--- src/shared/art_pkg.sv ---
`default_nettype none
package art_pkg;
    // Register indices (printed offsets are not all multiples of four)
    localparam logic [7:0] IDX_CTRL_B  = 8'h03;
    localparam logic [7:0] IDX_RES_LO  = 8'h04;
    localparam logic [7:0] IDX_RES_HI  = 8'h05;
    localparam logic [7:0] IDX_DIDIS   = 8'h14;
    localparam logic [7:0] IDX_CTRL_A  = 8'h20;
    localparam logic [7:0] IDX_MUX     = 8'h21;
    localparam logic [7:0] IDX_CONV    = 8'h22;
    localparam logic [7:0] IDX_PINS    = 8'h23;
    // Control B fields
    localparam int CB_BIPOLAR   = 7;
    localparam int CB_CMP_MUX   = 6;
    localparam int CB_POL_REV   = 5;
    localparam logic [7:0] CB_WMASK = 8'he7;
    // Control A fields
    localparam int CA_ENABLE    = 7;
    localparam int CA_START     = 6;
    localparam int CA_AUTO      = 5;
    localparam int CA_DONE      = 4;
    localparam logic [7:0] CA_WMASK = 8'hef;
    // Mux register fields
    localparam int MX_LEFT      = 5;
    localparam logic [3:0] CH_TEMP = 4'hf;
    localparam logic [7:0] DIDIS_WMASK = 8'hff;
    localparam logic [7:0] RST_BYTE = 8'h00;
    // Conversion time in clock cycles, stand-in for the analog core
    localparam int CONV_CYCLES = 13;
    // Trigger source codes
    typedef enum logic [2:0] {
        ART_TRG_FREE = 3'h0,
        ART_TRG_CMP  = 3'h1,
        ART_TRG_INT0 = 3'h2,
        ART_TRG_CMPA = 3'h3,
        ART_TRG_OVF  = 3'h4,
        ART_TRG_CMPB = 3'h5,
        ART_TRG_PCI  = 3'h6,
        ART_TRG_NONE = 3'h7
    } art_trig_t;
    typedef struct packed {
        logic cmp;
        logic int0;
        logic cmpa;
        logic ovf;
        logic cmpb;
        logic pci;
    } art_flags_t;
    typedef enum logic [1:0] {
        ART_IDLE = 2'b01,
        ART_BUSY = 2'b10
    } art_state_t;
endpackage : art_pkg
`default_nettype wire

--- src/rtl/art_regs.sv ---
// Our own choice: register access over APB.
`default_nettype none
// Contract
// - Left align puts bits 9..2 high
// - Completion loads result, unused bits zero
// - Low byte read locks until high read
// - Bipolar gives signed nine bits plus sign
// - Unipolar negative difference saturates, no wrap
// - Polarity reverse swaps differential inputs
// - Control B bits 4:3 read zero
// - Trigger source only with auto enable
// - Switch to set flag is edge
// - Free running selection needs a software start, then restarts itself at each completion
// - Trigger codes 1 to 6 decode to six flag sources
// - Disable bit forces pin input zero
// - Channel 1111 selects and enables sensor
// - Alignment change shows immediately
// - Auto enable arms rising edge detector
// - Done flag set at completion
module art_regs
    import art_pkg::*;
#(
    parameter int CONV_CYC = CONV_CYCLES
) (
    // Clock and reset
    input  wire logic        clk_in,
    input  wire logic        arst_n_in,
    // APB slave
    input  wire logic        psel_in,
    input  wire logic        penable_in,
    input  wire logic        pwrite_in,
    input  wire logic [11:0] paddr_in,
    input  wire logic [31:0] pwdata_in,
    output logic      [31:0] prdata_out,
    output logic             pready_out,
    output logic             pslverr_out,
    // Trigger flags from timers, comparator, interrupts
    input  wire art_flags_t  trig_flags_in,
    // Analog core: signed difference pos minus neg (11 bits)
    input  wire logic [10:0] diff_sample_in,
    input  wire logic [9:0]  single_sample_in,
    // Raw pin levels of analog pins 3..0 and comparator pins
    input  wire logic [5:0]  pin_raw_in,
    // Analog control outputs
    output logic             conv_busy_out,
    output logic             temp_sensor_en_out,
    output logic [3:0]       channel_select_out,
    output logic             polarity_reverse_out,
    output logic             comparator_mux_enable_out,
    output logic [5:0]       input_buffer_off_out,
    output logic [5:0]       pin_read_out
);
    initial begin
        if (CONV_CYC < 1 || CONV_CYC > 255) begin
            $error("CONV_CYC out of range");
        end
    end

    // ------------------------------------------------------------
    // Registers
    // ------------------------------------------------------------
    logic [7:0]  ctrl_b;
    logic [7:0]  ctrl_a;
    logic [7:0]  mux_reg;
    logic [7:0]  didis;
    logic [9:0]  result;
    logic        locked;
    logic        trig_prev;
    logic [7:0]  cnt;
    logic [3:0]  conv_ch;
    art_state_t  state;

    // ------------------------------------------------------------
    // Bus decode
    // ------------------------------------------------------------
    wire        acc     = psel_in & penable_in;
    wire [9:0]  idx     = paddr_in[11:2];
    wire        wr      = acc & pwrite_in;
    wire        rd      = acc & ~pwrite_in;
    wire [7:0]  wbyte   = pwdata_in[7:0];
    wire        hit_cb  = idx == {2'h0, IDX_CTRL_B};
    wire        hit_lo  = idx == {2'h0, IDX_RES_LO};
    wire        hit_hi  = idx == {2'h0, IDX_RES_HI};
    wire        hit_dd  = idx == {2'h0, IDX_DIDIS};
    wire        hit_ca  = idx == {2'h0, IDX_CTRL_A};
    wire        hit_mx  = idx == {2'h0, IDX_MUX};
    wire        hit_cv  = idx == {2'h0, IDX_CONV};
    wire        hit_pn  = idx == {2'h0, IDX_PINS};
    wire        mapped  = hit_cb | hit_lo | hit_hi | hit_dd | hit_ca
                        | hit_mx | hit_cv | hit_pn;

    // ------------------------------------------------------------
    // Result formatting
    // ------------------------------------------------------------
    wire        left    = mux_reg[MX_LEFT];
    // Alignment applied at read time so a change shows at once
    wire [7:0]  res_hi  = left ? result[9:2]
                               : {6'h00, result[9:8]};
    wire [7:0]  res_lo  = left ? {result[1:0], 6'h00}
                               : result[7:0];

    // Differential sample, reversed when asked
    wire [10:0] diff_eff = ctrl_b[CB_POL_REV]
                         ? 11'(~diff_sample_in + 11'h001)
                         : diff_sample_in;
    wire        diff_ch  = conv_ch[3:2] == 2'b01 || conv_ch[3:2] == 2'b10;

    function automatic logic [9:0] fmt_diff(input logic [10:0] d,
                                            input logic bip);
        logic [9:0] r;
        r = 10'h000;
        if (bip) begin
            // Two's complement, nine bits plus sign; clamp range
            if (!d[10] && d[9]) begin
                r = 10'h1ff;
            end else if (d[10] && !d[9]) begin
                r = 10'h200;
            end else begin
                r = d[9:0];
            end
        end else if (d[10]) begin
            r = 10'h3ff;
        end else begin
            r = d[9:0];
        end
        return r;
    endfunction : fmt_diff

    wire [9:0] new_result = diff_ch
                          ? fmt_diff(diff_eff, ctrl_b[CB_BIPOLAR])
                          : single_sample_in;

    // ------------------------------------------------------------
    // Trigger selection
    // ------------------------------------------------------------
    wire [2:0] tsel = ctrl_b[2:0];
    logic trig_sig;
    assign trig_sig = (tsel == ART_TRG_CMP)  ? trig_flags_in.cmp  :
                      (tsel == ART_TRG_INT0) ? trig_flags_in.int0 :
                      (tsel == ART_TRG_CMPA) ? trig_flags_in.cmpa :
                      (tsel == ART_TRG_OVF)  ? trig_flags_in.ovf  :
                      (tsel == ART_TRG_CMPB) ? trig_flags_in.cmpb :
                      (tsel == ART_TRG_PCI)  ? trig_flags_in.pci  :
                      1'b0;   // Free running and code 111
    // Level compare against previous selected level, so switching
    // to a set source is an edge too
    wire trig_edge = trig_sig & ~trig_prev;
    wire auto_on   = ctrl_a[CA_AUTO] & ctrl_a[CA_ENABLE];
    wire free_run  = tsel == ART_TRG_FREE;
    wire busy      = state == ART_BUSY;
    wire done_pls  = busy && cnt == 8'h01;
    wire start_sw  = wr & hit_ca & wbyte[CA_START] & wbyte[CA_ENABLE];
    wire start_tr  = auto_on & trig_edge;
    wire start_fr  = auto_on & free_run & done_pls;
    wire start     = ~busy & (start_sw | start_tr)
                   | start_fr;

    // ------------------------------------------------------------
    // Conversion sequencer
    // ------------------------------------------------------------
    art_state_t next_state;
    always_comb begin
        case (state)
            ART_IDLE: next_state = start ? ART_BUSY : ART_IDLE;
            ART_BUSY: begin
                if (!ctrl_a[CA_ENABLE]) begin
                    next_state = ART_IDLE;
                end else if (done_pls && !start_fr) begin
                    next_state = ART_IDLE;
                end else begin
                    next_state = ART_BUSY;
                end
            end
            default:  next_state = ART_IDLE;
        endcase
    end

    always_ff @(posedge clk_in or negedge arst_n_in) begin
        if (!arst_n_in) begin
            state <= ART_IDLE;
            cnt   <= 8'h00;
        end else begin
            state <= next_state;
            if (start) begin
                cnt <= 8'(CONV_CYC);
            end else if (busy && cnt != 8'h00) begin
                cnt <= cnt - 8'h01;
            end
        end
    end

    // Channel latched at conversion start
    always_ff @(posedge clk_in or negedge arst_n_in) begin
        if (!arst_n_in) begin
            conv_ch   <= 4'h0;
            trig_prev <= 1'b0;
        end else begin
            trig_prev <= trig_sig;
            if (start) begin
                conv_ch <= mux_reg[3:0];
            end
        end
    end

    // ------------------------------------------------------------
    // Result and read lock
    // ------------------------------------------------------------
    always_ff @(posedge clk_in or negedge arst_n_in) begin
        if (!arst_n_in) begin
            result <= 10'h000;
            locked <= 1'b0;
        end else begin
            if (done_pls && !locked) begin
                result <= new_result;
            end
            if (rd && hit_hi) begin
                locked <= 1'b0;
            end else if (rd && hit_lo) begin
                locked <= 1'b1;
            end
        end
    end

    // ------------------------------------------------------------
    // Software registers
    // ------------------------------------------------------------
    always_ff @(posedge clk_in or negedge arst_n_in) begin
        if (!arst_n_in) begin
            ctrl_b  <= RST_BYTE;
            ctrl_a  <= RST_BYTE;
            mux_reg <= RST_BYTE;
            didis   <= RST_BYTE;
        end else begin
            if (wr && hit_cb) begin
                ctrl_b <= wbyte & CB_WMASK;
            end
            if (wr && hit_mx) begin
                mux_reg <= wbyte;
            end
            if (wr && hit_dd) begin
                didis <= wbyte & DIDIS_WMASK;
            end
            // Done flag: set wins over write-one-to-clear
            ctrl_a[CA_DONE] <= done_pls
                ? 1'b1
                : ctrl_a[CA_DONE] & ~(wr & hit_ca & wbyte[CA_DONE]);
            ctrl_a[CA_START] <= next_state == ART_BUSY;
            if (wr && hit_ca) begin
                ctrl_a[7]   <= wbyte[7];
                ctrl_a[5]   <= wbyte[5];
                ctrl_a[3:0] <= wbyte[3:0];
            end
        end
    end

    // ------------------------------------------------------------
    // Read data and outputs
    // ------------------------------------------------------------
    wire [5:0] pins_masked = pin_raw_in & ~didis[5:0];
    wire [7:0] rd_byte =
          hit_cb ? (ctrl_b & CB_WMASK)
        : hit_lo ? res_lo
        : hit_hi ? res_hi
        : hit_dd ? didis
        : hit_ca ? ctrl_a
        : hit_mx ? mux_reg
        : hit_cv ? {7'h00, busy}
        : hit_pn ? {2'h0, pins_masked}
        : 8'h00;

    always_ff @(posedge clk_in or negedge arst_n_in) begin
        if (!arst_n_in) begin
            prdata_out                <= 32'h0000_0000;
            pready_out                <= 1'b0;
            pslverr_out               <= 1'b0;
            conv_busy_out             <= 1'b0;
            temp_sensor_en_out        <= 1'b0;
            channel_select_out        <= 4'h0;
            polarity_reverse_out      <= 1'b0;
            comparator_mux_enable_out <= 1'b0;
            input_buffer_off_out      <= 6'h00;
            pin_read_out              <= 6'h00;
        end else begin
            // Registered answer: no wait states, ready in the first access cycle
            pready_out  <= psel_in & ~penable_in;
            pslverr_out <= psel_in & ~penable_in & ~mapped;
            if (psel_in && !penable_in && !pwrite_in) begin
                prdata_out <= {24'h000000, rd_byte};
            end
            conv_busy_out      <= next_state == ART_BUSY;
            temp_sensor_en_out <= mux_reg[3:0] == CH_TEMP;
            channel_select_out <= mux_reg[3:0];
            polarity_reverse_out      <= ctrl_b[CB_POL_REV];
            comparator_mux_enable_out <= ctrl_b[CB_CMP_MUX];
            input_buffer_off_out      <= didis[5:0];
            pin_read_out              <= pins_masked;
        end
    end
endmodule : art_regs
`default_nettype wire

--- config.mk ---
export PLATFORM = sky130hd
export DESIGN_NAME = art_regs
export DESIGN_NICKNAME = d
export VERILOG_FILES = /design/src/shared/art_pkg.sv /design/src/rtl/art_regs.sv
export SDC_FILE = /design/constraint.sdc
export NUM_CORES = 1
export LEC_CHECK = 0
export BUFFER_PORTS_ARGS = -buffer_cell sky130_fd_sc_hd__buf_2
export CELL_PAD_IN_SITES_DETAIL_PLACEMENT = 2
export CELL_PAD_IN_SITES_GLOBAL_PLACEMENT = 2
export CORE_UTILIZATION = 32
export DETAILED_ROUTE_END_ITERATION = 7
export HOLD_SLACK_MARGIN = 0.05
export PLACE_DENSITY_LB_ADDON = 0.1
export SLEW_MARGIN = 20
export SYNTH_ARGS = -nofsm -noshare
export SYNTH_HDL_FRONTEND = slang
export SYNTH_SLANG_ARGS = --single-unit
--- constraint.sdc ---
create_clock -name clk_in -period 2.9 [get_ports clk_in]
set_input_delay 0.58 -clock clk_in [delete_from_list [all_inputs] [get_ports clk_in]]
set_output_delay 0.58 -clock clk_in [all_outputs]
set_load 0.005 [all_outputs]
# ---- After elaboration in Yosys (flattened, before gate mapping)
# Index checks and enable logic that the tools add are counted.
dict set report totals {
  register_bits 86
}
dict set report op_classes {
  addsub 2
  n_reduce_logical 25
  eq_ne 21
  n_mux 31
  bitwise_logic 34
}
# cell n
set op_table {}
lappend op_table {{$mux W8} 10}
lappend op_table {{$mux W10} 5}
lappend op_table {{$eq A10 B6 Y1 const B} 4}
lappend op_table {{$eq A10 B3 Y1 const B} 2}
lappend op_table {{$and A1 B1 Y1} 16}
lappend op_table {{$logic_and A1 B1 Y1} 14}
lappend op_table {{$mux W6} 2}
lappend op_table {{$add A11 B1 Y11 const B} 1}
lappend op_table {{$mux W11} 1}
lappend op_table {{$not A11 Y11} 1}
lappend op_table {{$eq A10 B2 Y1 const B} 1}
lappend op_table {{$eq A10 B5 Y1 const B} 1}
lappend op_table {{$eq A3 B3 Y1 const B} 3}
lappend op_table {{$mux W1} 9}
lappend op_table {{$or A1 B1 Y1} 9}
lappend op_table {{$eq A8 B1 Y1 const B} 1}
lappend op_table {{$reduce_bool A8 Y1} 1}
lappend op_table {{$sub A8 B1 Y8 const B} 1}
lappend op_table {{$and A6 B6 Y6} 1}
lappend op_table {{$eq A2 B2 Y1 const B} 3}
lappend op_table {{$eq A3 B2 Y1 const B} 2}
lappend op_table {{$logic_not A1 Y1} 6}
lappend op_table {{$mux W2} 3}
lappend op_table {{$not A1 Y1} 6}
lappend op_table {{8 further kinds} 10}

# ---- Longest topological paths before layout
# Gate-level depths: netlist of the first run.
dict set report depth {
  depth_word 15
  mapped_depth 8
  depth_no_buf 8
}

# ---- Worst setup path after synthesis of the first run
# Ideal clock, no wire load.
dict set report synth_timing {
  kind {input to register}
  start {input paddr_in[9]}
  end {register mux_reg[0]}
  arrival_ns 2.161
  setup_ns 0.125
  required_ns 2.775
  slack_ns 0.615
  stages 5
  path_buffers 1
  cell_sequence {nor4_1 > nand3_1 > buf_2 > nor3_2 > mux2_2}
}
dict set report synth_between {
  elab_chain_len 2
}
# element line
set synth_lines {}
lappend synth_lines {{from (decl)} art_regs.sv:32} ;# input wire logic [11:0] paddr_in,
lappend synth_lines {{$eq A10 B6 Y1} art_regs.sv:86} ;# wire hit_mx = idx == {2'h0, IDX_MUX};
lappend synth_lines {{$logic_and A1 B1 Y1} art_regs.sv:237} ;# if (wr && hit_mx) begin
lappend synth_lines {{to (signal assigned)} art_regs.sv:238} ;# mux_reg <= wbyte;
lappend synth_lines {{to (decl)} art_regs.sv:64} ;# logic [7:0] mux_reg;
# No other way between the ends.
# A chain may end at the register's enable or synchronous reset.

# ---- Worst setup path after layout of the first run
dict set report layout_timing {
  start {input paddr_in[9]}
  end {register mux_reg[1]}
}
# The elaborated chain is that of the path after synthesis.

==> impl_metrics.py, run 1 <==
metrics = {
    "synthesis": {
        "netlist_instances": 432,
        "synth_ff_type": "dfrtp_1",
        "synth_area_um2": 4480,
        "async_reset_ff_share_pct": 100,
        "yosysTopAreaCell": "dfrtp_1",
        "ys_ff_latch": 83,
        "synth_edf_count": 0,
        "avgSynthCellArea_um2": 10.4,
        "yosys_warnings": 0,
        "synth_area_leaders": "dfrtp_1 (46%), mux2_2 (8.5%), buf_4 (4.0%), nor2_1 (2.8%), a21oi_1 (2.3%)",
        "ys_seq_area_share_pct": 46.3,
        "ys_types": 65,
        "yosysTopAreaCellShare_pct": 45.8,
    },
    "flow_run": {
        "drv_cap": 0,
    },
    "clock_network": {
        "holdBufCountCts": 0,
        "clock-root-buffer": "clkbuf_16",
        "clk_pin_slew_worst_paths_ns": 0.07,
        "htreeDepth": 3,
        "clk_latency_ns": 0.35,
        "cts_sinks": 83,
        "cts_buffer_depth": 2,
        "cts-resized-gates": 0,
        "numCtsBuffers": 9,
        "cts_tree": "yes",
        "post_cts_buffers": 0,
    },
    "drt": {
        "ant_nets": 0,
        "drtIter0Drc": 163,
        "dr.pass1.iters": 4,
        "avgViaCountPerCell": 5.21,
        "drc": 0,
        "post_drt_wl_per_cell_um": 19.3,
        "via_count": 3683,
        "wl_um": 13700,
    },
    "power": {
        "p_per_area_nw_per_um2": 467,
        "power.leakage_nw": 2.53,
        "vdd_drop_max_v": 0.000253,
    },
    "grt": {
        "grt.total_usage_pct": 19.8,
        "antenna_found_initial": 0,
        "grt_pass1_wl_um": 21700,
        "grt_overflow": 0,
        "grt_pass1_vias": 3981,
        "grt_max_degree": 45,
    },
    "die": {
        "coreArea_um2": 13500,
        "die_h_um": 120,
        "die_w_um": 120,
        "io_pins": 136,
        "die_area_um2": 14500,
        "std_cell_rows": 42,
        "start_util_pct": 33.3,
    },
    "cells_and_area": {
        "largest_reg_flops": 10,
        "n_fill_cell": 1489,
        "regMostFlops": "result",
        "drive_gt1_share_pct": 30.9,
        "diodes": 0,
        "nets": 613,
        "syn_to_final_growth_pct": 20.2,
    },
    "critical_path": {
        "path_max_fanout": 6,
        "path_class": "in2reg",
        "cp_cell_sequence": "buf_2 -> nor4_1 -> nand3_1 -> nor3_2 -> buf_4 -> mux2_2",
        "end_kind": "register",
        "worst_path_max_delay_cell": "nor4_1",
        "arrival_ns": 2.60,
        "cp_num_buf_inv": 2,
        "cp-start-kind": "primary input",
        "crit_required_ns": 3.13,
        "cp_top_family": "simple AND/OR/NAND/NOR gates",
        "critical-path-max-stage-delay_ns": 0.52,
    },
    "sta": {
        "finalWorstSetupSlack_ns": 0.528,
        "setup_viol": 0,
        "relSlewSlack_pct": 58.3,
        "tightest_slew_ns": 0.626,
        "grt_setup_unrepaired": "no",
        "max_freq_ghz": 0.422,
        "hold_viol": 0,
        "slew_violations": 0,
        "worst_clock_skew_ns": 0.00831,
        "finalCritPeriodShare_pct": 81.8,
        "finalSetupTns_ns": 0,
        "finalCriticalPeriod_ns": 2.37,
    },
    "worst_hold_path": {
        "hold_class": "in2async",
    },
    "placement": {
        "gp_congestion": 0.805,
        "portBuffers": 85,
        "dp_hpwl_um": 10600,
        "dp_slack_ns": 0.208,
    },
    "run_status": {
        "status": "finished clean",
    },
}
## power by group
part | internal, mW | switching (mW) | leakage [nW]
logic | 0.0869 | 0.127 | 1.31
clock network | 0.595 | 0.511 | 0.139
registers | 1.18 | 0.0175 | 1.09
## metrics by stage
stage               power, mW  cell area [µm²]  std cells  hold WS (ns)  util [%]
CTS                      2.56             5390        707         0.228      40.1
finish                   2.52             5390        707         0.213      40.1
global route             2.62             5390        707         0.250      40.1
floorplan                1.33             4570        455         0.284         -
global placement         1.43             5110        691         0.427      38.0
detailed placement       1.44             5110        691         0.424      38.0
## routing by layer
layer / vias to the layer above / track usage (%) / routed length [µm] / share of wire [%]
li1: 1705 / - / - / -
met1: 1878 / 24.9 / 6150 / 45
met2: 81 / 33.9 / 6770 / 50
met3: 19 / 3.16 / 458 / 3.3
met4: 0 / 7.33 / 301 / 2.2
met5: - / 0 / 0 / 0
## Yosys cell counts, types with 9 or more instances
cell type / number
a21oi_1: 21
a22o_1: 9
buf_4: 24
clkbuf_1: 12
dfrtp_1: 82
inv_1: 15
mux2_2: 34
nand2_1: 27
nand3_1: 9
nor2_1: 33
nor2b_1: 12
o21ai_0: 20
xor2_1: 9
## cell type report
type	count	area [µm²]	area share, %
sequential	83	2080	38.6
timing repair buffer	100	553	10.3
tap	176	220	4.09
clock buffer	9	225	4.18
inverter	15	56.3	1.04
multi-input combinational	317	2200	40.8
clock inverter	7	58.8	1.09
## worst paths after layout
check | start | to | slack (ns) | cells past startpoint
min | arst_n_in | prdata_out[3]$_DFFE_PN0P_ | 0.21 | 1
min reg2reg | mux_reg[1]$_DFFE_PN0P_ | channel_select_out[1]$_DFF_PN0_ | 0.43 | 0
max reg2reg | state[0]$_DFF_PN1_ | conv_ch[3]$_DFFE_PN0P_ | 0.60 | 5
max in group asynchronous | arst_n_in | state[0]$_DFF_PN1_ | 2.00 | 2
min in group clk_in | mux_reg[1]$_DFFE_PN0P_ | channel_select_out[1]$_DFF_PN0_ | 0.43 | 0
max | paddr_in[9] | mux_reg[1]$_DFFE_PN0P_ | 0.53 | 6
## logic make-up (layout without fill, tap and decap cells)
group,Yosys count,after routing,synth area share (%)
compound gates,92,92,14.5
xor+xnor,17,17,3.32
fa+ha+maj,5,5,1.40
buf+inv,55,131,6.70
flops,83,83,46.3
mux,44,44,11.4
other cells,1,24,0.0836
simple gates,135,135,16.3
## cells in the final DEF, fill, tap and decap left out, types with 5 or more instances in the layout
| master | n |
|---|---|
| buf_2 | 84 |
| dfrtp_1 | 82 |
| mux2_2 | 34 |
| nor2_1 | 33 |
| nand2_1 | 27 |
| conb_1 | 24 |
| a21oi_1 | 21 |
| o21ai_0 | 20 |
| inv_1 | 15 |
| buf_4 | 15 |
| nor2b_1 | 12 |
| nand3_1 | 9 |
| xor2_1 | 9 |
| a22o_1 | 9 |
| clkbuf_16 | 9 |
| xnor2_1 | 8 |
| nor4_1 | 7 |
| nor3_1 | 7 |
| mux2i_1 | 7 |
| nand2b_1 | 7 |
| a22oi_1 | 7 |
| or3_1 | 5 |
| ha_1 | 5 |
Note: power is estimated with default switching activity, not from simulation.
==> run 2: changes to the inputs <==
Settings changed: CORE_UTILIZATION 32 to 28.
Clock period 2.9 ns to 2.1 ns, I/O delays scaled along.
==> impl_metrics.py, run 2 (synthesis results as in run 1) <==
metrics = {
    "run_status": {
        "status": "finished clean",
    },
    "die": {
        "die_h_um": 129,
        "die_w_um": 129,
        "start_util_pct": 29.1,
        "coreArea_um2": 15400,
        "io_pins": 136,
        "die_area_um2": 16500,
        "std_cell_rows": 45,
    },
    "grt": {
        "grt_pass1_wl_um": 23600,
        "grt_pass1_vias": 4251,
        "grt_overflow": 0,
        "grt.total_usage_pct": 19.0,
        "grt_max_degree": 38,
        "antenna_found_initial": 0,
    },
    "clock_network": {
        "cts_tree": "yes",
        "clock-root-buffer": "clkbuf_16",
        "clk_pin_slew_worst_paths_ns": 0.06,
        "htreeDepth": 3,
        "cts_sinks": 83,
        "numCtsBuffers": 9,
        "clk_latency_ns": 0.34,
        "cts_buffer_depth": 2,
    },
    "drt": {
        "drtIter0Drc": 146,
        "via_count": 3837,
        "dr.pass1.iters": 4,
        "wl_um": 14800,
        "drc": 0,
        "avgViaCountPerCell": 4.85,
        "post_drt_wl_per_cell_um": 18.7,
        "ant_nets": 0,
    },
    "power": {
        "total_power_mw": 3.62,
        "switching_share_pct": 24.3,
        "p_int_mw": 2.74,
        "clkPwrFrac_pct": 45.0,
        "p_per_area_nw_per_um2": 616,
        "vdd_drop_max_v": 0.000426,
        "seq_power_share_pct": 45.6,
        "power.leakage_nw": 2.79,
        "switchingPower_mw": 0.880,
        "comb_power_share_pct": 9.4,
    },
    "critical_path": {
        "arrival_ns": 2.22,
        "path_class": "in2reg",
        "path_max_fanout": 8,
        "cp-start-kind": "primary input",
        "crit_required_ns": 2.33,
        "end_kind": "register",
        "r2r_start": "state[0]$_DFF_PN1_",
        "r2r_end": "result[1]$_DFFE_PN0P_",
        "reg2reg_slack_ns": 0.13,
        "r2r_cells": 8,
    },
    "sta": {
        "max_freq_ghz": 0.502,
        "setup_viol": 0,
        "finalCritPeriodShare_pct": 94.8,
        "finalWorstSetupSlack_ns": 0.109,
        "slew_violations": 0,
        "worst_clock_skew_ns": 0.00531,
        "finalCriticalPeriod_ns": 1.99,
        "finalSetupTns_ns": 0,
        "hold_viol": 0,
    },
    "placement": {
        "portBuffers": 85,
        "dp_slack_ns": -0.338,
        "dp_hpwl_um": 11700,
        "placed_cell_area_um2": 5500,
        "gp_congestion": 0.785,
    },
    "cells_and_area": {
        "diodes": 0,
        "drive_gt1_share_pct": 37.6,
        "syn_to_final_growth_pct": 31.1,
        "nets": 662,
        "final_area_um2": 5880,
        "largest_reg_flops": 10,
        "mostFrequentLayoutCell": "buf_2",
        "layout_common_cells": "buf_2 (84), dfrtp_1 (81), buf_4 (63)",
        "regMostFlops": "result",
    },
    "worst_hold_path": {
        "hold_class": "in2reg",
        "hold_path_depth": 2,
        "min_to": "pready_out$_DFF_PN0_",
        "min-delay-start": "penable_in",
    },
    "flow_run": {
        "drv_cap": 0,
    },
}
## run 2: changes by cell type in the layout (fill, tap and decap cells not counted), moves of 2 or more
cell,previous run,this run
buf_4,15,63
clkinvlp_4,1,3
inv_6,3,1
nor4_1,7,5
nor4_4,0,2
## run 2: power by group through the flow
stage                     logic, mW  clock network [mW]  registers, mW
after floorplan               0.154                   0           1.68
after global placement        0.332                   0           1.68
after detailed placement      0.341                   0           1.68
after CTS                     0.345                1.67           1.65
after global routing          0.381                1.74           1.66
final                         0.341                1.63           1.65
## run 2: per-layer routing
metal / GRT usage, % / up-vias / part of all wire (%) / wire length [µm]
met5: 0 / - / 0 / 0
met1: 23.8 / 1926 / 45 / 6600
met4: 7.27 / 0 / 2.1 / 309
met3: 2.58 / 15 / 3.0 / 438
li1: - / 1808 / - / -
met2: 33.2 / 88 / 50 / 7410
## run 2: timing repair
action | CTS | global route
endpoints found under the setup margin | 2 | 19
pin swaps | 0 | 2
endpoints found under the hold margin | 25 | 0
hold buffers | 1 | 0
buffers inserted | 0 | 2
resized for setup | 2 | 7
## run 2: per-stage QoR
stage	std cells	util, %	hold slack (ns)
2_1_floorplan	455	-	0.124
3_3_place_gp	772	35.7	0.377
3_5_place_dp	772	35.7	0.379
4_1_cts	789	37.8	0.304
5_1_grt	791	38.1	0.325
6_report	791	38.1	0.317
## run 2: critical path, stage by stage
cell     delay (ns)
buf_2          0.11
or4_4          0.59
o41ai_1        0.38
a32oi_1        0.11
o22ai_2        0.11
buf_4          0.18
o21ai_0        0.10
a22o_1         0.22
## run 2: worst max-delay path by stage
stage                                  from                     to  slack (ns)  depth (start not counted)
after global routing      diff_sample_in[0]  result[2]$_DFFE_PN0P_     -0.0008                          9
final                     diff_sample_in[6]  result[1]$_DFFE_PN0P_        0.11                          8
after detailed placement  diff_sample_in[0]  result[1]$_DFFE_PN0P_       -0.34                          9
after floorplan           diff_sample_in[6]  result[5]$_DFFE_PN0P_        0.03                          6
after global placement    diff_sample_in[0]  result[0]$_DFFE_PN0P_       -0.27                          9
after CTS                 diff_sample_in[0]  result[0]$_DFFE_PN0P_        0.02                          9
## run 2: cell type report
cell class / instances / area [µm²]
clock buffers: 11 / 243
clock inverters: 5 / 61.3
fillers: 1733 / 9550
inverters: 15 / 56.3
multi-input cells: 317 / 2250
flip-flops and latches: 83 / 2080
well taps: 211 / 264
repair buffers: 149 / 923
